**src/rtl/rlc_defines.svh**
```systemverilog
// Purpose: Addresses, field positions and reset values of the link register slice
// Assumes: 32-bit APB data, one aligned word per register
// Notes:   Definitions only
`ifndef RLC_DEFINES_SVH
`define RLC_DEFINES_SVH

// ************************************************************
// Register byte addresses
// ************************************************************
`define RLC_ADDR_RADIO_SEL   32'h4000_0074
`define RLC_ADDR_RADIO_TWO   32'h4000_0078
`define RLC_ADDR_RADIO_THREE 32'h4000_007C
`define RLC_ADDR_PWR_TIMING  32'h4000_0080
`define RLC_ADDR_ADV_MASK    32'h4000_0090
`define RLC_ADDR_ADV_SPACING 32'h4000_00A0
`define RLC_ADDR_SCAN_STAT   32'h4000_00A4
`define RLC_ADDR_PUB_PTR     32'h4000_00B0
`define RLC_ADDR_PRIV_PTR    32'h4000_00B4
`define RLC_ADDR_LIST_COUNT  32'h4000_00B8
`define RLC_ADDR_CIPHER_CTL  32'h4000_00C0
`define RLC_ADDR_KEY0        32'h4000_00C4
`define RLC_ADDR_KEY1        32'h4000_00C8
`define RLC_ADDR_KEY2        32'h4000_00CC
`define RLC_ADDR_KEY3        32'h4000_00D0
`define RLC_ADDR_BLOCK_PTR   32'h4000_00D4
`define RLC_ADDR_IRQ_STAT    32'h4000_0100
`define RLC_ADDR_IRQ_MASK    32'h4000_0104

// ************************************************************
// Field positions
// ************************************************************
`define RLC_VARIANT_MSB  20
`define RLC_VARIANT_LSB  16
`define RLC_RTRIP_MSB    30
`define RLC_RTRIP_LSB    24
`define RLC_RXPU_MSB     23
`define RLC_RXPU_LSB     16
`define RLC_TXPD_MSB     11
`define RLC_TXPD_LSB     8
`define RLC_TXPU_MSB     7
`define RLC_TXPU_LSB     0
`define RLC_MASK_MSB     2
`define RLC_SPACING_MSB  13
`define RLC_RETREAT_MSB  24
`define RLC_RETREAT_LSB  16
`define RLC_CEILING_MSB  8
`define RLC_PTR_MSB      15
`define RLC_PRIVCNT_MSB  15
`define RLC_PRIVCNT_LSB  8
`define RLC_PUBCNT_MSB   7
`define RLC_DECRYPT_BIT  1
`define RLC_START_BIT    0
`define RLC_EV_DONE_BIT  0
`define RLC_EV_BUSY_BIT  1
`define RLC_EV_MSB       1

// ************************************************************
// Reset values
// ************************************************************
`define RLC_RST_ZERO32   32'h0000_0000
`define RLC_RST_THREE    32'h0000_0040
`define RLC_RST_PU       8'hD2
`define RLC_RST_TXPD     4'h3
`define RLC_RST_MASK     3'h7
`define RLC_RST_SCAN     9'h001

`endif

```
**src/rtl/rlc_pkg.sv**
```systemverilog
// Purpose: Types of the link register slice
// Assumes: rlc_defines.svh gives no types
// Notes:   Config carrier structs are output ports of the top module; rlc_state_t is its internal register state
`default_nettype none
package rlc_pkg;

    typedef struct packed {
        logic [4:0]  radio_variant_select;
        logic [31:0] ctrl_word_two;
        logic [31:0] ctrl_word_three;
        logic [6:0]  round_trip_latency;
        logic [7:0]  receive_powerup_time;
        logic [3:0]  transmit_powerdown_extension;
        logic [7:0]  transmit_powerup_time;
    } rlc_radio_cfg_t;

    typedef struct packed {
        logic [2:0]  adv_channel_mask;
        logic [13:0] adv_packet_spacing;
    } rlc_adv_cfg_t;

    typedef struct packed {
        logic [15:0] public_list_start;
        logic [15:0] private_list_start;
        logic [7:0]  private_entry_count;
        logic [7:0]  public_entry_count;
    } rlc_list_cfg_t;

    typedef struct packed {
        logic          decrypt;
        logic          go;
        logic [127:0]  key;
        logic [15:0]   cipher_block_pointer;
    } rlc_cipher_cfg_t;

    typedef struct packed {
        rlc_radio_cfg_t  radio;
        rlc_adv_cfg_t    adv;
        rlc_list_cfg_t   list;
        rlc_cipher_cfg_t cipher;
        logic            start;
        logic [8:0]      scan_retreat_init;
        logic [8:0]      scan_ceiling_count;
        logic [1:0]      irq_stat;
        logic [1:0]      irq_mask;
        logic            irq;
        logic [31:0]     prdata;
        logic            pready;
        logic            pslverr;
    } rlc_state_t;

endpackage
`default_nettype wire

```
**src/rtl/rlc_regs.sv**
```systemverilog
// Purpose: APB register slice of a low-energy radio link core
// Assumes: APB master per protocol; cipher engine pulses CIPHER_DONE once per go
// Notes:   No wait state on any transfer, PREADY is high in the first access cycle; all outputs registered
//
// The APB slave port was decided locally.
`timescale 1ns/1ns
`default_nettype none
`include "rlc_defines.svh"

module rlc_regs #(
    parameter int ADDR_W = 32
) (
    input  wire logic                  CORE_CLK,
    input  wire logic                  RST,
    input  wire logic                  CE,
    input  wire logic                  PSEL,
    input  wire logic                  PENABLE,
    input  wire logic                  PWRITE,
    input  wire logic [ADDR_W-1:0]     PADDR,
    input  wire logic [31:0]           PWDATA,
    input  wire logic [3:0]            PSTRB,
    output logic      [31:0]           PRDATA,
    output logic                       PREADY,
    output logic                       PSLVERR,
    input  wire logic [8:0]            SCAN_RETREAT_INIT,
    input  wire logic [8:0]            SCAN_CEILING_COUNT,
    input  wire logic                  CIPHER_DONE,
    output rlc_pkg::rlc_radio_cfg_t    RADIO_CFG,
    output rlc_pkg::rlc_adv_cfg_t      ADV_CFG,
    output rlc_pkg::rlc_list_cfg_t     LIST_CFG,
    output rlc_pkg::rlc_cipher_cfg_t   CIPHER_CFG,
    output logic                       CIPHER_BUSY,
    output logic                       IRQ
);

    // ************************************************************
    // Elaboration check
    // ************************************************************
    generate
        if (ADDR_W != 32)
        begin : g_bad_addr
            $error("rlc_regs: ADDR_W must be 32");
        end
    endgenerate

    // ************************************************************
    // State
    // ************************************************************
    rlc_pkg::rlc_state_t st;
    rlc_pkg::rlc_state_t next_st;

    logic [31:0] rd_word;
    logic        rd_hit;
    logic [31:0] byte_mask;
    logic [31:0] wr_word;
    logic [31:0] word_addr;
    logic        access;
    logic        wr_en;
    logic [1:0]  events;

    assign word_addr = {PADDR[31:2], 2'b00};
    assign access    = PSEL & PENABLE & st.pready;
    assign wr_en     = access & PWRITE & ~st.pslverr;

    // Byte lanes chosen by the strobes
    genvar gi;
    generate
        for (gi = 0; gi < 4; gi++)
        begin : g_lane
            assign byte_mask[gi*8 +: 8] = {8{PSTRB[gi]}};
        end
    endgenerate

    // ************************************************************
    // Read decode
    // ************************************************************
    always_comb
    begin
        rd_word = `RLC_RST_ZERO32;
        rd_hit  = 1'b1;
        unique case (word_addr)
            `RLC_ADDR_RADIO_SEL:
            begin
                rd_word[`RLC_VARIANT_MSB:`RLC_VARIANT_LSB] = st.radio.radio_variant_select;
            end
            `RLC_ADDR_RADIO_TWO:
            begin
                rd_word = st.radio.ctrl_word_two;
            end
            `RLC_ADDR_RADIO_THREE:
            begin
                rd_word = st.radio.ctrl_word_three;
            end
            `RLC_ADDR_PWR_TIMING:
            begin
                rd_word[`RLC_RTRIP_MSB:`RLC_RTRIP_LSB] = st.radio.round_trip_latency;
                rd_word[`RLC_RXPU_MSB:`RLC_RXPU_LSB]   = st.radio.receive_powerup_time;
                rd_word[`RLC_TXPD_MSB:`RLC_TXPD_LSB]   =
                    st.radio.transmit_powerdown_extension;
                rd_word[`RLC_TXPU_MSB:`RLC_TXPU_LSB]   = st.radio.transmit_powerup_time;
            end
            `RLC_ADDR_ADV_MASK:
            begin
                rd_word[`RLC_MASK_MSB:0] = st.adv.adv_channel_mask;
            end
            `RLC_ADDR_ADV_SPACING:
            begin
                rd_word[`RLC_SPACING_MSB:0] = st.adv.adv_packet_spacing;
            end
            `RLC_ADDR_SCAN_STAT:
            begin
                rd_word[`RLC_RETREAT_MSB:`RLC_RETREAT_LSB] = st.scan_retreat_init;
                rd_word[`RLC_CEILING_MSB:0] = st.scan_ceiling_count;
            end
            `RLC_ADDR_PUB_PTR:
            begin
                rd_word[`RLC_PTR_MSB:0] = st.list.public_list_start;
            end
            `RLC_ADDR_PRIV_PTR:
            begin
                rd_word[`RLC_PTR_MSB:0] = st.list.private_list_start;
            end
            `RLC_ADDR_LIST_COUNT:
            begin
                rd_word[`RLC_PRIVCNT_MSB:`RLC_PRIVCNT_LSB] = st.list.private_entry_count;
                rd_word[`RLC_PUBCNT_MSB:0] = st.list.public_entry_count;
            end
            `RLC_ADDR_CIPHER_CTL:
            begin
                rd_word[`RLC_DECRYPT_BIT] = st.cipher.decrypt;
                rd_word[`RLC_START_BIT]   = st.start;
            end
            `RLC_ADDR_KEY0:
            begin
                rd_word = st.cipher.key[31:0];
            end
            `RLC_ADDR_KEY1:
            begin
                rd_word = st.cipher.key[63:32];
            end
            `RLC_ADDR_KEY2:
            begin
                rd_word = st.cipher.key[95:64];
            end
            `RLC_ADDR_KEY3:
            begin
                rd_word = st.cipher.key[127:96];
            end
            `RLC_ADDR_BLOCK_PTR:
            begin
                rd_word[`RLC_PTR_MSB:0] = st.cipher.cipher_block_pointer;
            end
            `RLC_ADDR_IRQ_STAT:
            begin
                rd_word[`RLC_EV_MSB:0] = st.irq_stat;
            end
            `RLC_ADDR_IRQ_MASK:
            begin
                rd_word[`RLC_EV_MSB:0] = st.irq_mask;
            end
            default:
            begin
                rd_hit = 1'b0;
            end
        endcase
    end

    // Unstrobed lanes keep their value; reserved bits stay zero via field slicing
    assign wr_word = (rd_word & ~byte_mask) | (PWDATA & byte_mask);

    // ************************************************************
    // Next state
    // ************************************************************
    always_comb
    begin
        next_st = st;
        events  = 2'b00;

        // Setup cycle latches the answer, so the access cycle has pready high
        next_st.pready  = PSEL & ~PENABLE;
        next_st.pslverr = PSEL & ~PENABLE & ~rd_hit;
        next_st.prdata  = (PSEL & ~PENABLE) ? rd_word : `RLC_RST_ZERO32;

        // Status of the link core, sampled every cycle that CE is high
        next_st.scan_retreat_init  = SCAN_RETREAT_INIT;
        next_st.scan_ceiling_count = SCAN_CEILING_COUNT;

        next_st.cipher.go = 1'b0;

        // Completion frees start whatever the mask says
        if (CIPHER_DONE && st.start)
        begin
            next_st.start = 1'b0;
            events[`RLC_EV_DONE_BIT] = 1'b1;
        end

        if (wr_en)
        begin
            unique case (word_addr)
                `RLC_ADDR_RADIO_SEL:
                begin
                    next_st.radio.radio_variant_select =
                        wr_word[`RLC_VARIANT_MSB:`RLC_VARIANT_LSB];
                end
                `RLC_ADDR_RADIO_TWO:
                begin
                    next_st.radio.ctrl_word_two = wr_word;
                end
                `RLC_ADDR_RADIO_THREE:
                begin
                    next_st.radio.ctrl_word_three = wr_word;
                end
                `RLC_ADDR_PWR_TIMING:
                begin
                    next_st.radio.round_trip_latency =
                        wr_word[`RLC_RTRIP_MSB:`RLC_RTRIP_LSB];
                    next_st.radio.receive_powerup_time =
                        wr_word[`RLC_RXPU_MSB:`RLC_RXPU_LSB];
                    next_st.radio.transmit_powerdown_extension =
                        wr_word[`RLC_TXPD_MSB:`RLC_TXPD_LSB];
                    next_st.radio.transmit_powerup_time =
                        wr_word[`RLC_TXPU_MSB:`RLC_TXPU_LSB];
                end
                `RLC_ADDR_ADV_MASK:
                begin
                    next_st.adv.adv_channel_mask = wr_word[`RLC_MASK_MSB:0];
                end
                `RLC_ADDR_ADV_SPACING:
                begin
                    next_st.adv.adv_packet_spacing = wr_word[`RLC_SPACING_MSB:0];
                end
                `RLC_ADDR_PUB_PTR:
                begin
                    next_st.list.public_list_start = wr_word[`RLC_PTR_MSB:0];
                end
                `RLC_ADDR_PRIV_PTR:
                begin
                    next_st.list.private_list_start = wr_word[`RLC_PTR_MSB:0];
                end
                `RLC_ADDR_LIST_COUNT:
                begin
                    next_st.list.private_entry_count =
                        wr_word[`RLC_PRIVCNT_MSB:`RLC_PRIVCNT_LSB];
                    next_st.list.public_entry_count = wr_word[`RLC_PUBCNT_MSB:0];
                end
                `RLC_ADDR_CIPHER_CTL:
                begin
                    next_st.cipher.decrypt = wr_word[`RLC_DECRYPT_BIT];
                    // A second start while one runs is refused and flagged
                    if (PSTRB[0] && PWDATA[`RLC_START_BIT])
                    begin
                        if (st.start && !CIPHER_DONE)
                        begin
                            events[`RLC_EV_BUSY_BIT] = 1'b1;
                        end
                        else
                        begin
                            next_st.start     = 1'b1;
                            next_st.cipher.go = 1'b1;
                        end
                    end
                end
                `RLC_ADDR_KEY0:
                begin
                    next_st.cipher.key[31:0] = wr_word;
                end
                `RLC_ADDR_KEY1:
                begin
                    next_st.cipher.key[63:32] = wr_word;
                end
                `RLC_ADDR_KEY2:
                begin
                    next_st.cipher.key[95:64] = wr_word;
                end
                `RLC_ADDR_KEY3:
                begin
                    next_st.cipher.key[127:96] = wr_word;
                end
                `RLC_ADDR_BLOCK_PTR:
                begin
                    next_st.cipher.cipher_block_pointer = wr_word[`RLC_PTR_MSB:0];
                end
                `RLC_ADDR_IRQ_MASK:
                begin
                    next_st.irq_mask = wr_word[`RLC_EV_MSB:0];
                end
                default:
                begin
                    next_st.irq_mask = st.irq_mask;
                end
            endcase
        end

        // Read clears only the bits the master was shown; a new event wins
        if (access && !PWRITE && word_addr == `RLC_ADDR_IRQ_STAT)
        begin
            next_st.irq_stat = st.irq_stat & ~st.prdata[`RLC_EV_MSB:0];
        end
        next_st.irq_stat = next_st.irq_stat | events;
        next_st.irq      = |(next_st.irq_stat & next_st.irq_mask);
    end

    // ************************************************************
    // Registers
    // ************************************************************
    always_ff @(posedge CORE_CLK or posedge RST)
    begin
        if (RST)
        begin
            st                                    <= '0;
            st.radio.ctrl_word_three              <= `RLC_RST_THREE;
            st.radio.receive_powerup_time         <= `RLC_RST_PU;
            st.radio.transmit_powerdown_extension <= `RLC_RST_TXPD;
            st.radio.transmit_powerup_time        <= `RLC_RST_PU;
            st.adv.adv_channel_mask               <= `RLC_RST_MASK;
            st.scan_retreat_init                  <= `RLC_RST_SCAN;
            st.scan_ceiling_count                 <= `RLC_RST_SCAN;
        end
        else if (CE)
        begin
            st <= next_st;
        end
    end

    assign PRDATA      = st.prdata;
    assign PREADY      = st.pready;
    assign PSLVERR     = st.pslverr;
    assign RADIO_CFG   = st.radio;
    assign ADV_CFG     = st.adv;
    assign LIST_CFG    = st.list;
    assign CIPHER_CFG  = st.cipher;
    assign CIPHER_BUSY = st.start;
    assign IRQ         = st.irq;

endmodule
`default_nettype wire

```
**config.mk**
```make
export PLATFORM = sky130hd
export DESIGN_NAME = rlc_regs
export DESIGN_NICKNAME = d
export VERILOG_FILES = /design/src/rtl/rlc_pkg.sv /design/src/rtl/rlc_regs.sv
export VERILOG_INCLUDE_DIRS = /design/src /design/src/rtl
export SDC_FILE = /design/constraint.sdc
export NUM_CORES = 1
export LEC_CHECK = 0
export BUFFER_PORTS_ARGS = -buffer_cell sky130_fd_sc_hd__buf_2
export CORE_UTILIZATION = 35
export CTS_CLUSTER_SIZE = 16
export DETAILED_ROUTE_END_ITERATION = 12
export GPL_TIMING_DRIVEN = 0
export SLEW_MARGIN = 15
export SYNTH_ARGS = -nofsm -noshare
export SYNTH_HDL_FRONTEND = slang
export SYNTH_SLANG_ARGS = --single-unit
```
**constraint.sdc**
```tcl
create_clock -name CORE_CLK -period 29.4 [get_ports CORE_CLK]
set_input_delay 1.47 -clock CORE_CLK [delete_from_list [all_inputs] [get_ports CORE_CLK]]
set_output_delay 1.47 -clock CORE_CLK [all_outputs]
set_load 0.01 [all_outputs]
```
# Yosys cells after proc, flatten, opt, wreduce, memory -nomap -nowiden
# Cells that the tools add are included.
# totals
in_bits,93
wordCells,121
regBits,365
out_inout_bits,343
# classes
reduce_logical,24
muxes,33
bitwise_logic,17
n_eq_ne,18
# op_table
cell,n
$eq 30x29->1 const B,18
$mux 32,5
$mux 146,1
$pmux 6 s13,1
$and 32x32->32,2
$pmux 5 s9,1
$reduce_and 3->1,15
$pmux 6 s7,1
$pmux 3 s12,1
$pmux 2 s17,1
$not 32->32,1
$or 32x32->32,1
$pmux 4 s8,1
$pmux 2 s11,1
$pmux 2 s10,1
$reduce_or 18->1,1
$mux 16,1
$pmux 1 s14,1
$mux 1,13
$and 1x1->1,6
$mux 2,3
$pmux 1 s6,1
$logic_and 1x1->1,5
$and 2x2->2,2
other kinds (5),8

# Longest topological paths before layout
# logic_depth
word_depth,9
ltp_mapped,11
depth_no_buf,7

# Worst setup path after synthesis
# Ideal clock, no wire load.
# synth_path
path_type,input port to flip-flop
from,input PADDR[2]
to,"register st, in the netlist LIST_CFG[27]"
required_ps,29267
stages,9
slack_ps,26008
n_path_buf,4
setup_ps,133
t_arrival_ps,3259
path_cell_list,buf_2 -> buf_2 -> buf_2 -> mux2_2 -> a221oi_1 -> nand3_1 -> a31oi_1 -> buf_2 -> a21oi_1
# synth_between
elab_chain_cells,4
elab_cells_between_ends,16
cone_classes,eq/ne: 12; mux: 1; bitwise: 2; reduce/logical: 1
# synth_rtl
item,line,rtl
start: declaration,rlc_regs.sv:19,"input wire logic [ADDR_W-1:0] PADDR,"
$eq 30x29->1 (on tied branches),"rlc_regs.sv:81, rlc_regs.sv:199",
$pmux 3 s12,rlc_regs.sv:81,unique case (word_addr)
$and 32x32->32,rlc_regs.sv:169,assign wr_word = (rd_word & ~byte_mask) | (PWDATA & byte_mask);
$or 32x32->32,rlc_regs.sv:169,
end signal: assignment,rlc_regs.sv:321,st <= next_st;
end: declaration,rlc_regs.sv:49,rlc_pkg::rlc_state_t st;
# Several ways; a longest one is shown, not always the timed one.
# A chain may end at the register's enable or synchronous reset.

# Worst setup path in the final report
# layout_path
from,input PADDR[11]
to,"register st, in the netlist CIPHER_CFG[128]"
# layout_between
elab_chain_cells,4
elab_cells_between_ends,13
cone_classes,eq/ne: 9; mux: 1; bitwise: 2; reduce/logical: 1
# layout_rtl
item,line
$eq 30x29->1 (on tied branches),"rlc_regs.sv:81, rlc_regs.sv:199"
$pmux 5 s9,rlc_regs.sv:81
$and 32x32->32,rlc_regs.sv:169
$or 32x32->32,rlc_regs.sv:169
# Several ways; a longest one is shown, not always the timed one.

==> results_dict.tcl <==
set metrics [dict create \
    status "completed" \
    worstSetupEndpointType "register" \
    layout-drive-gt1-share_pct 40.8 \
    drc 0 \
    async_flop_share_pct 100 \
    clk_path_buf_depth 3 \
    cp-start-kind "input port" \
    max_freq_mhz 225 \
    antenna_found_initial 5 \
    path_max_fanout 10 \
    max_cap_violations 0 \
    synth-seq-cells 365 \
    pwr_density_cell_mw_per_mm2 46.8 \
    die_w_um 237 \
    ant_nets 0 \
    numCtsBuffers 43 \
    synth_commonest_cells "buf_4 (349), dfrtp_1 (349), nor2_1 (304)" \
    tns_ns 0 \
    wl_met3_mm 8.93 \
    maxSlewHeadroom_pct 20.8 \
    cts_tree "done" \
    grt_overflow_total 0 \
    coreArea_mm2 0.0541 \
    finalSetupViolCount 0 \
    cts.clk_slew.worst_paths_ns 0.06 \
    cts.hold.buffers_added 0 \
    io_buffers 427 \
    post-place-ws_ns 24.57 \
    via_count 18000 \
    dp_hpwl_mm 66.4 \
    grt_pass1_vias 17500 \
    fill_cells 5350 \
    clkSinkCount 365 \
    synth_sequential_area_ratio_pct 47.4 \
    wl_met1_mm 35.8 \
    timing.final.ws_setup_ns 24.95 \
    ys.flop_type "dfrtp_1" \
    cts-resized-gates 0 \
    routed.top_layer "met5" \
    p_leak_nw 12.4 \
    clkLatencyLatePin_ns 0.58 \
    critPathKind "input port to register" \
    area_growth_pct 23.2 \
    dr.pass1.iters 10 \
    drt_wl_total_mm 88.4 \
    row_count 85 \
    grt_pass1_wl_mm 124 \
    slew_violations 0 \
    hold_path_class "register to register" \
    yosysWarnings 0 \
    hold_ws_ns 0.487 \
    io_pins 436 \
    avgViaCountPerCell 5.61 \
    post_cts.repair.setup_buffers 0 \
    synth-edff-count 0 \
    fin_crit_ns 4.45 \
    synth_cells 2000 \
    post_drt_wl_per_cell_um 27.6 \
    gp_congestion 0.946 \
    dieArea_mm2 0.0561 \
    finalCritPeriodShare_pct 15.1 \
    ys_top_cells_by_area "dfrtp_1 (45%), buf_4 (14%), a21oi_1 (6.5%)" \
    crit_required_ns 29.80 \
    max_slew.worst_pin.slew_ns 1.18 \
    rsz0062_at_grt "no" \
    dieHeight_um 237 \
    crit_arrival_ns 4.86 \
    dr_wl_met2_mm 39.7 \
    syn-num-nets 2093 \
    synth_top_area_cell "dfrtp_1" \
    hold_viol 0 \
    synth_area_mm2 0.0193 \
    ir_drop_v 0.0000373 \
    layout.nets 2568 \
    total_power_mw 1.11 \
    finalClockSkew_ns 0.0247 \
    avgSynthCellArea_um2 9.65 \
    grt_usage_pct 30.8 \
    ys_types 83 \
    grt_max_degree 105 \
    dr.first_iter.drc_count 2396 \
    yosysTopAreaCellShare_pct 45.2 \
    start_util_pct 35.7 \
    htreeDepth 2 \
    root_buffer "clkbuf_16" \
]
worst max-delay path, cell delays in order:
cell and delay (ns):
buf_2 0.10, nor4b_1 0.35, nand4_1 0.32, nor2_1 0.22
buf_2 0.37, nand3_1 0.18, nor2_1 0.26, clkbuf_1 0.63
buf_1 0.77, a21oi_1 0.18
worst paths after layout:
kind | from | end | slack, ns | cells after the start
hold / removal | PRDATA[24]$_DFFE_PP0P_ | PRDATA[24]$_DFFE_PP0P_ | 0.49 | 1
min in group asynchronous | RST | st[46]$_DFFE_PP0P_ | 0.93 | 2
setup reg to reg | PREADY$_DFFE_PP0P_ | RADIO_CFG[68]$_DFFE_PP0P_ | 25.80 | 8
max in group asynchronous | RST | CIPHER_CFG[57]$_DFFE_PP0P_ | 26.57 | 5
setup / recovery | PADDR[11] | CIPHER_CFG[128]$_DFFE_PP0P_ | 24.95 | 10
hold reg to reg | PRDATA[24]$_DFFE_PP0P_ | PRDATA[24]$_DFFE_PP0P_ | 0.49 | 1
metal layers:
layer / track usage [%] / up-vias
met5: 0 / -
met4: 13.4 / 4
met3: 7.13 / 196
met2: 47.5 / 1166
met1: 41.3 / 8972
li1: - / 7625
kinds of logic (layout without fill, tap and decap cells):
family / after synthesis / in the layout / share of synthesized area (%)
AOI/OAI and AO/OA: 542 / 542 / 18.8
and+or+nand+nor: 518 / 518 / 12.2
buffers and inverters: 492 / 996 / 17.1
DFF: 365 / 365 / 47.4
muxes: 83 / 83 / 4.58
other: 0 / 3 / 0
layout by cell type (no fill, tap or decap), types with 9 or more instances in the layout:
master	netlist	final
buf_2	55	482
a22o_1	14	14
inv_1	10	9
mux2i_1	49	49
and3_1	12	12
buf_6	9	9
nor2_1	304	304
a222oi_1	19	19
buf_4	349	349
nand3_1	23	23
o21ai_1	12	12
mux2_2	33	33
dfrtp_1	349	349
clkbuf_16	0	43
a22oi_1	27	27
a31oi_1	22	22
a21oi_1	250	250
clkbuf_1	58	71
nand2_1	100	100
dfstp_2	16	16
clkbuf_8	0	10
nor3_1	13	13
a21oi_2	28	28
o21ai_0	40	40
o2bb2ai_1	39	39
stage by stage:
stage / utilization [%] / cell area [µm²] / instances
2_1_floorplan: - / 19300 / 2000
3_3_place_gp: 41.2 / 22300 / 3123
3_5_place_dp: 41.4 / 22400 / 3126
4_1_cts: 43.9 / 23800 / 3200
5_1_grt: 44.0 / 23800 / 3202
6_report: 44.0 / 23800 / 3203
registers in the layout, indices dropped and copies added, names as in the netlist:
register / cells
PREADY: 1
RADIO_CFG: 96
CIPHER_CFG: 146
LIST_CFG: 48
PSLVERR: 1
IRQ: 1
PRDATA: 32
st: 22
CIPHER_BUSY: 1
ADV_CFG: 17
power breakdown:
part	total (mW)	leakage, nW	internal [mW]	switching (mW)
logic	0.0634	6.68	0.0168	0.0466
registers	0.508	5.00	0.506	0.00229
clock network	0.542	0.680	0.320	0.222
total	1.11	12.4	0.843	0.271
final cells by class:
class                   count  area (µm²)  area share [%]
diodes                      3        7.51          0.0315
clock inverters             8         119           0.500
flip-flops and latches    365        9150            38.5
clock buffers              66        1260            5.31
inverters                  13        56.3           0.237
repair buffers            430        2220            9.33
well taps                 696         871            3.66
plain buffers             479        3250            13.6
multi-input cells        1143        6860            28.8
Note: power is estimated with default switching activity, not from simulation.
